### src/rtl/mtw_pkg.sv
package mtw_pkg;

  // opcode high nibbles select the test flavour
  localparam logic [3:0] OPC_HI_MZ = 4'h7; // mask_zero_test family
  localparam logic [3:0] OPC_HI_MO = 4'h6; // mask_one_test family

  // opcode low nibbles select the operand format
  localparam logic [3:0] FMT_WW = 4'h2; // working reg, working reg
  localparam logic [3:0] FMT_WI = 4'h3; // working reg, working_reg_indirect_mode mask
  localparam logic [3:0] FMT_RR = 4'h4; // reg, reg (mask byte first)
  localparam logic [3:0] FMT_RI = 4'h5; // reg, file_reg_indirect_mode mask
  localparam logic [3:0] FMT_RM = 4'h6; // reg, immediate_mode mask
  localparam logic [3:0] FMT_IM = 4'h7; // indirect reg, immediate_mode mask

  // single-byte watchdog opcodes
  localparam logic [7:0] OPC_WD_ARM = 8'h5f; // watchdog_arm_refresh
  localparam logic [7:0] OPC_WD_KEEP = 8'h4f; // watchdog_halt_keep

  // high nibble that marks a working register operand
  localparam logic [3:0] WORK_NIB = 4'he;

  // apb register byte addresses
  localparam logic [7:0] ADDR_CTRL = 8'h00;
  localparam logic [7:0] ADDR_STATUS = 8'h04;
  localparam logic [7:0] ADDR_WDCOUNT = 8'h08;

  // watchdog terminal count width and reset value
  localparam int WD_W = 16;
  localparam logic [15:0] CTRL_TC_RST = 16'hffff;

  // status register bit positions
  localparam int ST_WD_EN = 0;
  localparam int ST_HALT_KEEP = 1;
  localparam int ST_Z = 2;
  localparam int ST_S = 3;
  localparam int ST_V = 4;
  localparam int ST_BUSY = 5;

  // sequencer states
  typedef enum logic [3:0] {
    S_OP = 4'h0,
    S_B2 = 4'h1,
    S_B3 = 4'h2,
    S_DPTR = 4'h3,
    S_SPTR = 4'h4,
    S_SRC = 4'h5,
    S_DST = 4'h6,
    S_EXEC = 4'h7
  } mtw_state_t;

endpackage : mtw_pkg

### src/rtl/mtw_core.sv
// Our own choices: the address map and the APB register port.
`timescale 1ns/1ps
// Overview of operation
// - mask-zero test ANDs destination with mask, result only sets flags.
// - test operands are left untouched; nothing is written back.
// - zero flag set when masked result is zero, else cleared.
// - sign flag copies bit 7 of the masked result.
// - overflow flag always cleared by the tests.
// - operand byte with high nibble 1110b selects a working register.
// - opcode 72 tests working reg against working reg, one packed byte.
// - opcode 73 tests working reg against mask via working reg pointer.
// - opcode 74 is three bytes: mask register, then destination register.
// - opcode 75: pointer register byte, then destination register byte.
// - opcode 76: destination register, then immediate mask.
// - opcode 77: destination via pointer register, then immediate mask.
// - opcode 63 is mask-one test, working reg and indirect working mask.
// - opcode 65 is mask-one test, register dest and indirect mask.
// - opcode 67 is mask-one test, indirect dest and immediate mask.
// - mask-one test inverts destination before the AND.
// - watchdog is retriggerable and wraps to zero at terminal count; a terminal count resets the cpu unless an arm/refresh lands in the same cycle.
// - watchdog stays off after reset until first arm/refresh opcode.
// - each later arm/refresh restarts the count.
// - halt-keep opcode lets the watchdog count in halt mode.
// - without halt-keep the count freezes in halt mode.
// - halt-keep leaves the current count unchanged.
// - halt-keep before any arm has no effect.
module mtw_core #(
  parameter int AW = 8
) (
  input wire logic CLK_SYS, // 125 mhz cpu clock
  input wire logic RESET, // async reset, active high
  input wire logic PSEL, // apb select
  input wire logic PENABLE, // apb access phase
  input wire logic PWRITE, // apb write
  input wire logic [AW-1:0] PADDR, // apb byte address
  input wire logic [31:0] PWDATA, // apb write data
  output logic [31:0] PRDATA, // apb read data
  output logic PREADY, // apb ready
  output logic PSLVERR, // apb error, unmapped address
  input wire logic INSTR_VALID, // fetch byte valid
  input wire logic [7:0] INSTR_BYTE, // fetch byte
  output logic INSTR_READY, // block takes a byte
  input wire logic [3:0] WORK_BASE, // working register group
  input wire logic HALT_MODE, // cpu is halted
  output logic RF_RD_REQ, // register read request
  output logic [7:0] RF_RD_ADDR, // register read address
  input wire logic RF_RD_ACK, // read data valid pulse
  input wire logic [7:0] RF_RD_DATA, // read data
  output logic FLAG_Z, // zero flag
  output logic FLAG_S, // sign flag
  output logic FLAG_V, // overflow flag
  output logic FLAG_UPDATE, // flags valid pulse
  output logic CPU_RESET_REQ // watchdog reset pulse
);

  mtw_pkg::mtw_state_t state_reg, state_next;
  logic [7:0] op_reg;
  logic [7:0] b2_reg;
  logic [7:0] dst_addr_reg, dst_addr_next;
  logic [7:0] src_addr_reg, src_addr_next;
  logic [7:0] mask_reg, mask_next;
  logic [7:0] dval_reg;
  logic ready_reg;
  logic rd_req_reg;
  logic [7:0] rd_addr_reg;
  logic z_reg, s_reg, v_reg, upd_reg;
  logic [mtw_pkg::WD_W-1:0] tc_reg;
  logic [31:0] prdata_reg;
  logic pready_reg, pslverr_reg;
  logic take, ack, arm_op, keep_op;
  logic [3:0] fmt;
  logic [7:0] alu_res;
  logic alu_z, alu_s, alu_v;
  logic wd_en, wd_keep, wd_timeout;
  logic [mtw_pkg::WD_W-1:0] wd_count;

  // operand byte to register address, working registers folded in
  function automatic logic [7:0] xlate(input logic [7:0] b, input logic [3:0] base);
    xlate = (b[7:4] == mtw_pkg::WORK_NIB) ? {base, b[3:0]} : b;
  endfunction : xlate

  // opcode belongs to one of the two test families
  function automatic logic is_test(input logic [7:0] op);
    is_test = (op[7:4] == mtw_pkg::OPC_HI_MZ || op[7:4] == mtw_pkg::OPC_HI_MO) &&
              op[3:0] >= mtw_pkg::FMT_WW && op[3:0] <= mtw_pkg::FMT_IM;
  endfunction : is_test

  // states that hold a register read open
  function automatic logic is_read(input mtw_pkg::mtw_state_t st);
    is_read = (st == mtw_pkg::S_DPTR) || (st == mtw_pkg::S_SPTR) ||
              (st == mtw_pkg::S_SRC) || (st == mtw_pkg::S_DST);
  endfunction : is_read

  assign fmt = op_reg[3:0];
  assign take = INSTR_VALID & ready_reg;
  assign ack = RF_RD_ACK & rd_req_reg; // stray acks ignored
  assign arm_op = take && state_reg == mtw_pkg::S_OP && INSTR_BYTE == mtw_pkg::OPC_WD_ARM;
  assign keep_op = take && state_reg == mtw_pkg::S_OP && INSTR_BYTE == mtw_pkg::OPC_WD_KEEP;

  // sequencer: gather bytes, resolve pointers, fetch mask and destination
  always_comb begin
    state_next = state_reg;
    dst_addr_next = dst_addr_reg;
    src_addr_next = src_addr_reg;
    mask_next = mask_reg;
    unique case (state_reg)
      mtw_pkg::S_OP: begin
        if (take && is_test(INSTR_BYTE)) begin
          state_next = mtw_pkg::S_B2;
        end
      end
      mtw_pkg::S_B2: begin
        if (take) begin
          if (fmt == mtw_pkg::FMT_WW || fmt == mtw_pkg::FMT_WI) begin
            dst_addr_next = {WORK_BASE, INSTR_BYTE[7:4]};
            src_addr_next = {WORK_BASE, INSTR_BYTE[3:0]};
            state_next = (fmt == mtw_pkg::FMT_WI) ? mtw_pkg::S_SPTR : mtw_pkg::S_SRC;
          end else begin
            state_next = mtw_pkg::S_B3;
          end
        end
      end
      mtw_pkg::S_B3: begin
        if (take) begin
          unique case (fmt)
            mtw_pkg::FMT_RR: begin
              src_addr_next = xlate(b2_reg, WORK_BASE);
              dst_addr_next = xlate(INSTR_BYTE, WORK_BASE);
              state_next = mtw_pkg::S_SRC;
            end
            mtw_pkg::FMT_RI: begin
              src_addr_next = xlate(b2_reg, WORK_BASE);
              dst_addr_next = xlate(INSTR_BYTE, WORK_BASE);
              state_next = mtw_pkg::S_SPTR;
            end
            mtw_pkg::FMT_RM: begin
              dst_addr_next = xlate(b2_reg, WORK_BASE);
              mask_next = INSTR_BYTE;
              state_next = mtw_pkg::S_DST;
            end
            default: begin
              dst_addr_next = xlate(b2_reg, WORK_BASE);
              mask_next = INSTR_BYTE;
              state_next = mtw_pkg::S_DPTR;
            end
          endcase
        end
      end
      mtw_pkg::S_DPTR: begin
        if (ack) begin
          dst_addr_next = RF_RD_DATA;
          state_next = mtw_pkg::S_DST;
        end
      end
      mtw_pkg::S_SPTR: begin
        if (ack) begin
          src_addr_next = RF_RD_DATA;
          state_next = mtw_pkg::S_SRC;
        end
      end
      mtw_pkg::S_SRC: begin
        if (ack) begin
          mask_next = RF_RD_DATA;
          state_next = mtw_pkg::S_DST;
        end
      end
      mtw_pkg::S_DST: begin
        if (ack) begin
          state_next = mtw_pkg::S_EXEC;
        end
      end
      mtw_pkg::S_EXEC: begin
        state_next = mtw_pkg::S_OP;
      end
      default: begin
        state_next = mtw_pkg::S_OP;
      end
    endcase
  end

  // sequencer state and operand registers
  always_ff @(posedge CLK_SYS or posedge RESET) begin
    if (RESET) begin
      state_reg <= mtw_pkg::S_OP;
      dst_addr_reg <= 8'h00;
      src_addr_reg <= 8'h00;
      mask_reg <= 8'h00;
    end else begin
      state_reg <= state_next;
      dst_addr_reg <= dst_addr_next;
      src_addr_reg <= src_addr_next;
      mask_reg <= mask_next;
    end
  end

  // opcode and second byte latches
  always_ff @(posedge CLK_SYS or posedge RESET) begin
    if (RESET) begin
      op_reg <= 8'h00;
      b2_reg <= 8'h00;
    end else if (take) begin
      if (state_reg == mtw_pkg::S_OP) begin
        op_reg <= INSTR_BYTE;
      end
      if (state_reg == mtw_pkg::S_B2) begin
        b2_reg <= INSTR_BYTE;
      end
    end
  end

  // ready follows the next state so back-to-back bytes flow
  always_ff @(posedge CLK_SYS or posedge RESET) begin
    if (RESET) begin
      ready_reg <= 1'b0;
    end else begin
      ready_reg <= (state_next == mtw_pkg::S_OP) || (state_next == mtw_pkg::S_B2) ||
                   (state_next == mtw_pkg::S_B3);
    end
  end

  // read-only port: the tests never write the register file
  always_ff @(posedge CLK_SYS or posedge RESET) begin
    if (RESET) begin
      rd_req_reg <= 1'b0;
      rd_addr_reg <= 8'h00;
    end else begin
      rd_req_reg <= is_read(state_next);
      rd_addr_reg <= (state_next == mtw_pkg::S_SPTR || state_next == mtw_pkg::S_SRC) ?
                     src_addr_next : dst_addr_next;
    end
  end

  // destination value captured for the flag computation
  always_ff @(posedge CLK_SYS or posedge RESET) begin
    if (RESET) begin
      dval_reg <= 8'h00;
    end else if (state_reg == mtw_pkg::S_DST && ack) begin
      dval_reg <= RF_RD_DATA;
    end
  end

  mtw_mask_alu u_alu (
    .dst(dval_reg),
    .mask(mask_reg),
    .mask_one(op_reg[7:4] == mtw_pkg::OPC_HI_MO),
    .res(alu_res),
    .zero(alu_z),
    .sign(alu_s),
    .ovf(alu_v)
  );

  // flags move only on a test; watchdog opcodes leave them alone
  always_ff @(posedge CLK_SYS or posedge RESET) begin
    if (RESET) begin
      z_reg <= 1'b0;
      s_reg <= 1'b0;
      v_reg <= 1'b0;
      upd_reg <= 1'b0;
    end else begin
      upd_reg <= (state_reg == mtw_pkg::S_EXEC);
      if (state_reg == mtw_pkg::S_EXEC) begin
        z_reg <= alu_z;
        s_reg <= alu_s;
        v_reg <= alu_v;
      end
    end
  end

  mtw_watchdog #(
    .W(mtw_pkg::WD_W)
  ) u_wd (
    .clk(CLK_SYS),
    .rst(RESET),
    .arm(arm_op),
    .keep(keep_op),
    .halt(HALT_MODE),
    .tc(tc_reg),
    .en(wd_en),
    .keep_en(wd_keep),
    .timeout(wd_timeout),
    .count(wd_count)
  );

  // apb: one wait state, write lands on the completing edge
  always_ff @(posedge CLK_SYS or posedge RESET) begin
    if (RESET) begin
      pready_reg <= 1'b0;
      pslverr_reg <= 1'b0;
      prdata_reg <= 32'h00000000;
    end else begin
      pready_reg <= PSEL & PENABLE & ~pready_reg;
      if (PSEL & PENABLE & ~pready_reg) begin
        pslverr_reg <= 1'b0;
        prdata_reg <= 32'h00000000;
        unique case (PADDR[7:0])
          mtw_pkg::ADDR_CTRL: prdata_reg <= {16'h0000, tc_reg};
          mtw_pkg::ADDR_STATUS: begin
            prdata_reg[mtw_pkg::ST_WD_EN] <= wd_en;
            prdata_reg[mtw_pkg::ST_HALT_KEEP] <= wd_keep;
            prdata_reg[mtw_pkg::ST_Z] <= z_reg;
            prdata_reg[mtw_pkg::ST_S] <= s_reg;
            prdata_reg[mtw_pkg::ST_V] <= v_reg;
            prdata_reg[mtw_pkg::ST_BUSY] <= (state_reg != mtw_pkg::S_OP);
          end
          mtw_pkg::ADDR_WDCOUNT: prdata_reg <= {16'h0000, wd_count};
          default: pslverr_reg <= 1'b1; // unmapped address
        endcase
      end
    end
  end

  // terminal count register, steers the watchdog period
  always_ff @(posedge CLK_SYS or posedge RESET) begin
    if (RESET) begin
      tc_reg <= mtw_pkg::CTRL_TC_RST;
    end else if (PSEL & PENABLE & pready_reg & PWRITE && PADDR[7:0] == mtw_pkg::ADDR_CTRL) begin
      tc_reg <= PWDATA[15:0];
    end
  end

  assign PRDATA = prdata_reg;
  assign PREADY = pready_reg;
  assign PSLVERR = pslverr_reg;
  assign INSTR_READY = ready_reg;
  assign RF_RD_REQ = rd_req_reg;
  assign RF_RD_ADDR = rd_addr_reg;
  assign FLAG_Z = z_reg;
  assign FLAG_S = s_reg;
  assign FLAG_V = v_reg;
  assign FLAG_UPDATE = upd_reg;
  assign CPU_RESET_REQ = wd_timeout; // flop inside the watchdog

  property p_masked;
    @(posedge CLK_SYS) disable iff (RESET)
      state_reg == mtw_pkg::S_EXEC |-> alu_res ==
        (((op_reg[7:4] == mtw_pkg::OPC_HI_MO) ? ~dval_reg : dval_reg) & mask_reg);
  endproperty
  a_masked: assert property (p_masked) else $error("masked result wrong");

  property p_zflag;
    @(posedge CLK_SYS) disable iff (RESET)
      state_reg == mtw_pkg::S_EXEC |=> FLAG_UPDATE && FLAG_Z == ($past(alu_res) == 8'h00);
  endproperty
  a_zflag: assert property (p_zflag) else $error("zero flag wrong");

  property p_sflag;
    @(posedge CLK_SYS) disable iff (RESET)
      state_reg == mtw_pkg::S_EXEC |=> FLAG_S == $past(alu_res[7]);
  endproperty
  a_sflag: assert property (p_sflag) else $error("sign flag wrong");

  property p_vflag;
    @(posedge CLK_SYS) disable iff (RESET) FLAG_UPDATE |-> !FLAG_V;
  endproperty
  a_vflag: assert property (p_vflag) else $error("overflow flag not clear");

  property p_work_pack;
    @(posedge CLK_SYS) disable iff (RESET)
      take && state_reg == mtw_pkg::S_B2 && op_reg == 8'h72 |=>
        state_reg == mtw_pkg::S_SRC && src_addr_reg == {$past(WORK_BASE), $past(INSTR_BYTE[3:0])} &&
        dst_addr_reg == {$past(WORK_BASE), $past(INSTR_BYTE[7:4])};
  endproperty
  a_work_pack: assert property (p_work_pack) else $error("packed working operands wrong");

  property p_work_nib;
    @(posedge CLK_SYS) disable iff (RESET)
      take && state_reg == mtw_pkg::S_B3 && op_reg == 8'h74 && INSTR_BYTE[7:4] == mtw_pkg::WORK_NIB |=>
        dst_addr_reg == {$past(WORK_BASE), $past(INSTR_BYTE[3:0])};
  endproperty
  a_work_nib: assert property (p_work_nib) else $error("working register not selected");

  property p_imm;
    @(posedge CLK_SYS) disable iff (RESET)
      take && state_reg == mtw_pkg::S_B3 && op_reg == 8'h76 |=>
        state_reg == mtw_pkg::S_DST && mask_reg == $past(INSTR_BYTE) && RF_RD_REQ;
  endproperty
  a_imm: assert property (p_imm) else $error("immediate mask not taken");

  property p_dptr;
    @(posedge CLK_SYS) disable iff (RESET)
      state_reg == mtw_pkg::S_DPTR && ack |=> dst_addr_reg == $past(RF_RD_DATA) ##0 RF_RD_ADDR == dst_addr_reg;
  endproperty
  a_dptr: assert property (p_dptr) else $error("indirect destination not followed");

  c_mask_zero: cover property (@(posedge CLK_SYS) disable iff (RESET)
    state_reg == mtw_pkg::S_EXEC && op_reg[7:4] == mtw_pkg::OPC_HI_MZ);
  c_mask_one: cover property (@(posedge CLK_SYS) disable iff (RESET)
    state_reg == mtw_pkg::S_EXEC && op_reg[7:4] == mtw_pkg::OPC_HI_MO && alu_z);
  c_arm: cover property (@(posedge CLK_SYS) disable iff (RESET) arm_op && wd_en);

endmodule : mtw_core

### src/rtl/mtw_mask_alu.sv
`timescale 1ns/1ps
module mtw_mask_alu (
  input wire logic [7:0] dst, // destination operand value
  input wire logic [7:0] mask, // source mask
  input wire logic mask_one, // invert destination first
  output logic [7:0] res, // masked result, flags only
  output logic zero, // result is zero
  output logic sign, // result bit 7
  output logic ovf // overflow, always clear
);

  // result never goes back to the register file
  always_comb begin
    res = (mask_one ? ~dst : dst) & mask;
    zero = (res == 8'h00);
    sign = res[7];
    ovf = 1'b0;
  end

endmodule : mtw_mask_alu

### src/rtl/mtw_watchdog.sv
`timescale 1ns/1ps
module mtw_watchdog #(
  parameter int W = 16
) (
  input wire logic clk, // cpu clock
  input wire logic rst, // async reset, high
  input wire logic arm, // arm/refresh opcode executed
  input wire logic keep, // halt-keep opcode executed
  input wire logic halt, // cpu in halt mode
  input wire logic [W-1:0] tc, // terminal count
  output logic en, // watchdog armed
  output logic keep_en, // keeps counting in halt
  output logic timeout, // one-cycle reset request
  output logic [W-1:0] count // current count
);

  logic run;

  // frozen in halt unless halt-keep was executed
  assign run = en & (~halt | keep_en);

  // disabled after reset until the first arm
  always_ff @(posedge clk or posedge rst) begin
    if (rst) begin
      en <= 1'b0;
    end else if (arm) begin
      en <= 1'b1;
    end
  end

  // halt-keep only counts once armed
  always_ff @(posedge clk or posedge rst) begin
    if (rst) begin
      keep_en <= 1'b0;
    end else if (keep & en) begin
      keep_en <= 1'b1;
    end
  end

  // retriggerable count; halt-keep does not touch it
  always_ff @(posedge clk or posedge rst) begin
    if (rst) begin
      count <= '0;
    end else if (arm) begin
      count <= '0;
    end else if (run) begin
      count <= (count == tc) ? '0 : count + 1'b1;
    end
  end

  // terminal count fires the cpu reset request
  always_ff @(posedge clk or posedge rst) begin
    if (rst) begin
      timeout <= 1'b0;
    end else begin
      timeout <= run & ~arm & (count == tc);
    end
  end

  property p_arm_restart;
    @(posedge clk) disable iff (rst) arm |=> en && count == '0;
  endproperty
  a_arm_restart: assert property (p_arm_restart) else $error("arm did not restart watchdog");

  property p_stay_off;
    @(posedge clk) disable iff (rst) !en && !arm |=> !en && !timeout;
  endproperty
  a_stay_off: assert property (p_stay_off) else $error("watchdog active without arm");

  property p_halt_freeze;
    @(posedge clk) disable iff (rst) en && halt && !keep_en && !arm |=> count == $past(count);
  endproperty
  a_halt_freeze: assert property (p_halt_freeze) else $error("count moved in halt");

  property p_keep_unarmed;
    @(posedge clk) disable iff (rst) keep && !en && !keep_en |=> !keep_en;
  endproperty
  a_keep_unarmed: assert property (p_keep_unarmed) else $error("halt-keep took effect unarmed");

  property p_terminal;
    @(posedge clk) disable iff (rst) run && !arm && count == tc |=> timeout && count == '0;
  endproperty
  a_terminal: assert property (p_terminal) else $error("no reset at terminal count");

  property p_keep_count;
    @(posedge clk) disable iff (rst) keep && !arm && run && count != tc |=> count == $past(count) + 1'b1;
  endproperty
  a_keep_count: assert property (p_keep_count) else $error("halt-keep disturbed the count");

  c_timeout: cover property (@(posedge clk) disable iff (rst) timeout);
  c_halt_run: cover property (@(posedge clk) disable iff (rst) halt && keep_en && run);

endmodule : mtw_watchdog

### config.mk
export PLATFORM = sky130hd
export DESIGN_NAME = mtw_core
export DESIGN_NICKNAME = d
export VERILOG_FILES = /design/src/rtl/mtw_pkg.sv /design/src/rtl/mtw_core.sv /design/src/rtl/mtw_mask_alu.sv /design/src/rtl/mtw_watchdog.sv
export SDC_FILE = /design/constraint.sdc
export NUM_CORES = 1
export LEC_CHECK = 0
export BUFFER_PORTS_ARGS = -buffer_cell sky130_fd_sc_hd__buf_2
export CAP_MARGIN = 20
export CORE_ASPECT_RATIO = 0.5
export CORE_MARGIN = 2
export CORE_UTILIZATION = 35
export DETAILED_ROUTE_END_ITERATION = 10
export MAX_ROUTING_LAYER = met4
export SETUP_SLACK_MARGIN = 0.4
export SLEW_MARGIN = 20
export SYNTH_ARGS = -nofsm -noshare
export SYNTH_HDL_FRONTEND = slang
export SYNTH_SLANG_ARGS = --single-unit
export TNS_END_PERCENT = 10
### constraint.sdc
create_clock -name CLK_SYS -period 9.8 [get_ports CLK_SYS]
set_input_delay 0.49 -clock CLK_SYS [delete_from_list [all_inputs] [get_ports CLK_SYS]]
set_output_delay 0.49 -clock CLK_SYS [all_outputs]
set_load 0.02 [all_outputs]
==> key figures <==
Timing
  – Clk_skew: slightly below 10 ps
  – RSZ-0062 raised after global routing: no
  – Maximum clock rate: 0.316 GHz
  – Rel. slew slack: 0.325
  – Setup violators final: 0
  – Final hold viol count: 0
  – Setup TNS: 0 ps
  – Fin. max-slew vios: 0
  – Slew @ Worst Pin: 1010 ps
  – Final Critical Period: ~3200 ps
  – Tcrit/Tclk final: 0.322

Setup path
  – CP required: 10100 ps
  – Buf/Inv on CP: 0
  – Kind of critical path: reg -> reg
  – Worst path slowest cell: o31ai_2
  – Crit path max-delay family: compound AO/OA/AOI/OAI gates
  – Cell Chain, Critical Path: or2_2 > or3_1 > o31ai_2 > o32ai_1 > a41o_1
  – Worst Setup End Kind: flip-flop
  – Crit-path max cell delay: roughly 870 ps
  – Crit path DAT: 3460 ps
  – Crit-path max FO: 30
  – Startpoint types: flip-flop

Clock tree
  – Sink Count: approximately 120
  – H-tree depth: 4
  – CTS root buffer: clkbuf_16
  – CTS resizes: 0
  – Clock slew at reported path FFs: 60 ps
  – Post-cts hold buffer count: 0
  – Max Root-Sink Buffers: 2
  – CTS buffer count: 17
  – TritonCTS clock tree: yes
  – Setup bufs post-CTS: 0
  – Worst-skew pair later-pin latency: 420 ps

Pwr
  – Pwr per Cell Area: 203 nW/um^2
  – VDD IR max: 0.119 mV
  – Pleak: about 3.6 nW

Floorplan
  – Boundary pin count: 117
  – Core area: 18400 um^2
  – Die width: 198 um
  – Initial core utilization: 0.358
  – Die H: 101 um
  – Die area: 20000 um^2
  – Row cnt: 35

Yosys
  – Mapped cell area: 6580 um^2
  – Largest cells by area after synthesis: dfrtp_1, mux2_2, dfstp_2
  – Register area share after synthesis: 0.452
  – Post-synth top cells: dfrtp_1, nand2_1, mux2_2
  – Mapped Cells: 633
  – Yosys cell types: approximately 80
  – Yosys warns: 0
  – Async S/R FF share, synth: 1.00
  – #FFs+latches synth: 118
  – Synth area leader: dfrtp_1
  – Most frequent cell after synthesis: dfrtp_1
  – Post-synth top area share: 0.388
  – Predominant post-synthesis flop cell: dfrtp_1
  – Post-synth EDFFs: 0
  – Syn Area/Cell: between 10 and 15 um^2

Finish
  – FF+latch area: 2970 um^2
  – Combined area of the multi-input logic cells: 3350 um^2
  – Nets: just under 800
  – Post-route insts no fill: 955
  – Number of diodes: 0
  – Final instance area: between 7000 and 8000 um^2
  – Fillers: between 1500 and 2000
  – Layout cell share with drive strength beyond 1: 0.285
  – Synth-to-layout area growth: 18.6%

Run status
  – Status: completed

Drt
  – Routed wire per std cell: 19.0 um
  – Final ANT Viol Nets: 0
  – Residual DRC: 0
  – Final wirelength: 18100 um
  – First DRT Iteration DRCs: 654
  – Vias: roughly 5300
  – DR vias/cell: 5.59
  – Pre-antenna DRT Iters: 5

Placed design
  – Port Buf Inserts: a little over 80
  – Global placer's final weighted congestion: 0.901
  – Placed insts: roughly 920
  – DP Area: between 7000 and 8000 um^2
  – DPL Wire Length: ~12000 um

GRT
  – First-pass GRT wire length: 28500 um
  – Total GRT Usage: 0.192
  – Initial antenna violation count: 0
  – Largest net degree at the start of global routing: 66
  – Number of global-route vias before repair: 5075
  – Overflow after GRT: 0

Min path
  – Worst min path class: in -> async

Flow run
  – Max-capacitance violation count: 0
==> path summary, 6_finish.rpt <==
path	slack, ps	endpoint	cells past startpoint	start
setup / recovery	6640	u_wd.count[10]	5	state_reg[1]
hold reg to reg	480	PRDATA[14]	2	PRDATA[14]
setup reg to reg	6640	u_wd.count[10]	5	state_reg[1]
hold / removal	170	PRDATA[1]	2	RESET
max in group asynchronous	8350	RF_RD_ADDR[5]	3	RESET
min in group CLK_SYS	300	tc_reg[9]	2	PWDATA[9]
==> layout by cell type, fill, tap and decap left out, drive strengths merged, types with 4 or more instances in the layout <==
cell type,synthesis,layout
dfrtp,102,102
buf,29,88
nand2,57,57
mux2,47,47
o21ai,47,47
mux2i,26,26
clkbuf,26,24
xor2,22,22
a21oi,20,20
a31oi,20,20
nor2,18,18
conb,1,18
nand3,16,16
dfstp,16,16
a22o,13,13
inv,13,13
and3,12,12
nor4,9,9
nand2b,8,8
a211o,8,8
nor3,8,8
nand4,6,6
o311a,6,6
a221o,6,6
or3,5,5
bufinv,0,5
or2,5,5
o211ai,5,5
a41o,4,4
nor2b,4,4
o311ai,4,4
nand4b,4,4
a21boi,4,4
and2,4,4
nor3b,4,4
o31ai,4,4
==> logic make-up (layout without fill, tap and decap cells) <==
kind of cell               after synthesis  count (layout)  synth area share
adders and majority gates                1               1           0.00190
other                                    1              18          0.000570
xor gates and xnor gates                22              22            0.0293
DFF                                    118             118             0.452
and+or+nand+nor                        179             179             0.156
AOI/OAI and AO/OA                      171             171             0.188
buffers and inverters                   68             133            0.0523
muxes                                   73              73             0.120
==> power by group <==
part	leakage, nW	switching [mW]	internal, mW
sequential	1.53	0.0628	0.559
combinational	1.78	0.146	0.103
clock	0.325	0.227	0.483
==> routing by layer <==
| layer | track usage | share of wire |
|---|---|---|
| met2 | 0.296 | 0.45 |
| met1 | 0.256 | 0.47 |
| met3 | 0.0391 | 0.068 |
| met5 | - | 0 |
| met4 | 0.0625 | 0.012 |
==> cell type report <==
cell class,instances,share of cell area
Timing Repair Buffer,89,0.0595
Clock inverter,8,0.0215
Inverter,13,0.00658
Multi-Input combinational cell,464,0.429
Sequential cell,118,0.381
Tap cell,240,0.0385
Clock buffer,23,0.0638
==> per-stage QoR <==
stage	setup WS, ps	hold WS [ps]	power, mW	util
floorplan	6210	450	0.794	-
global placement	6780	464	0.868	0.386
detailed placement	6730	468	0.874	0.387
CTS	6700	195	1.59	0.423
global route	6460	231	1.65	0.424
finish	6640	168	1.58	0.424
No activity file was read; power rests on OpenSTA's default activity.
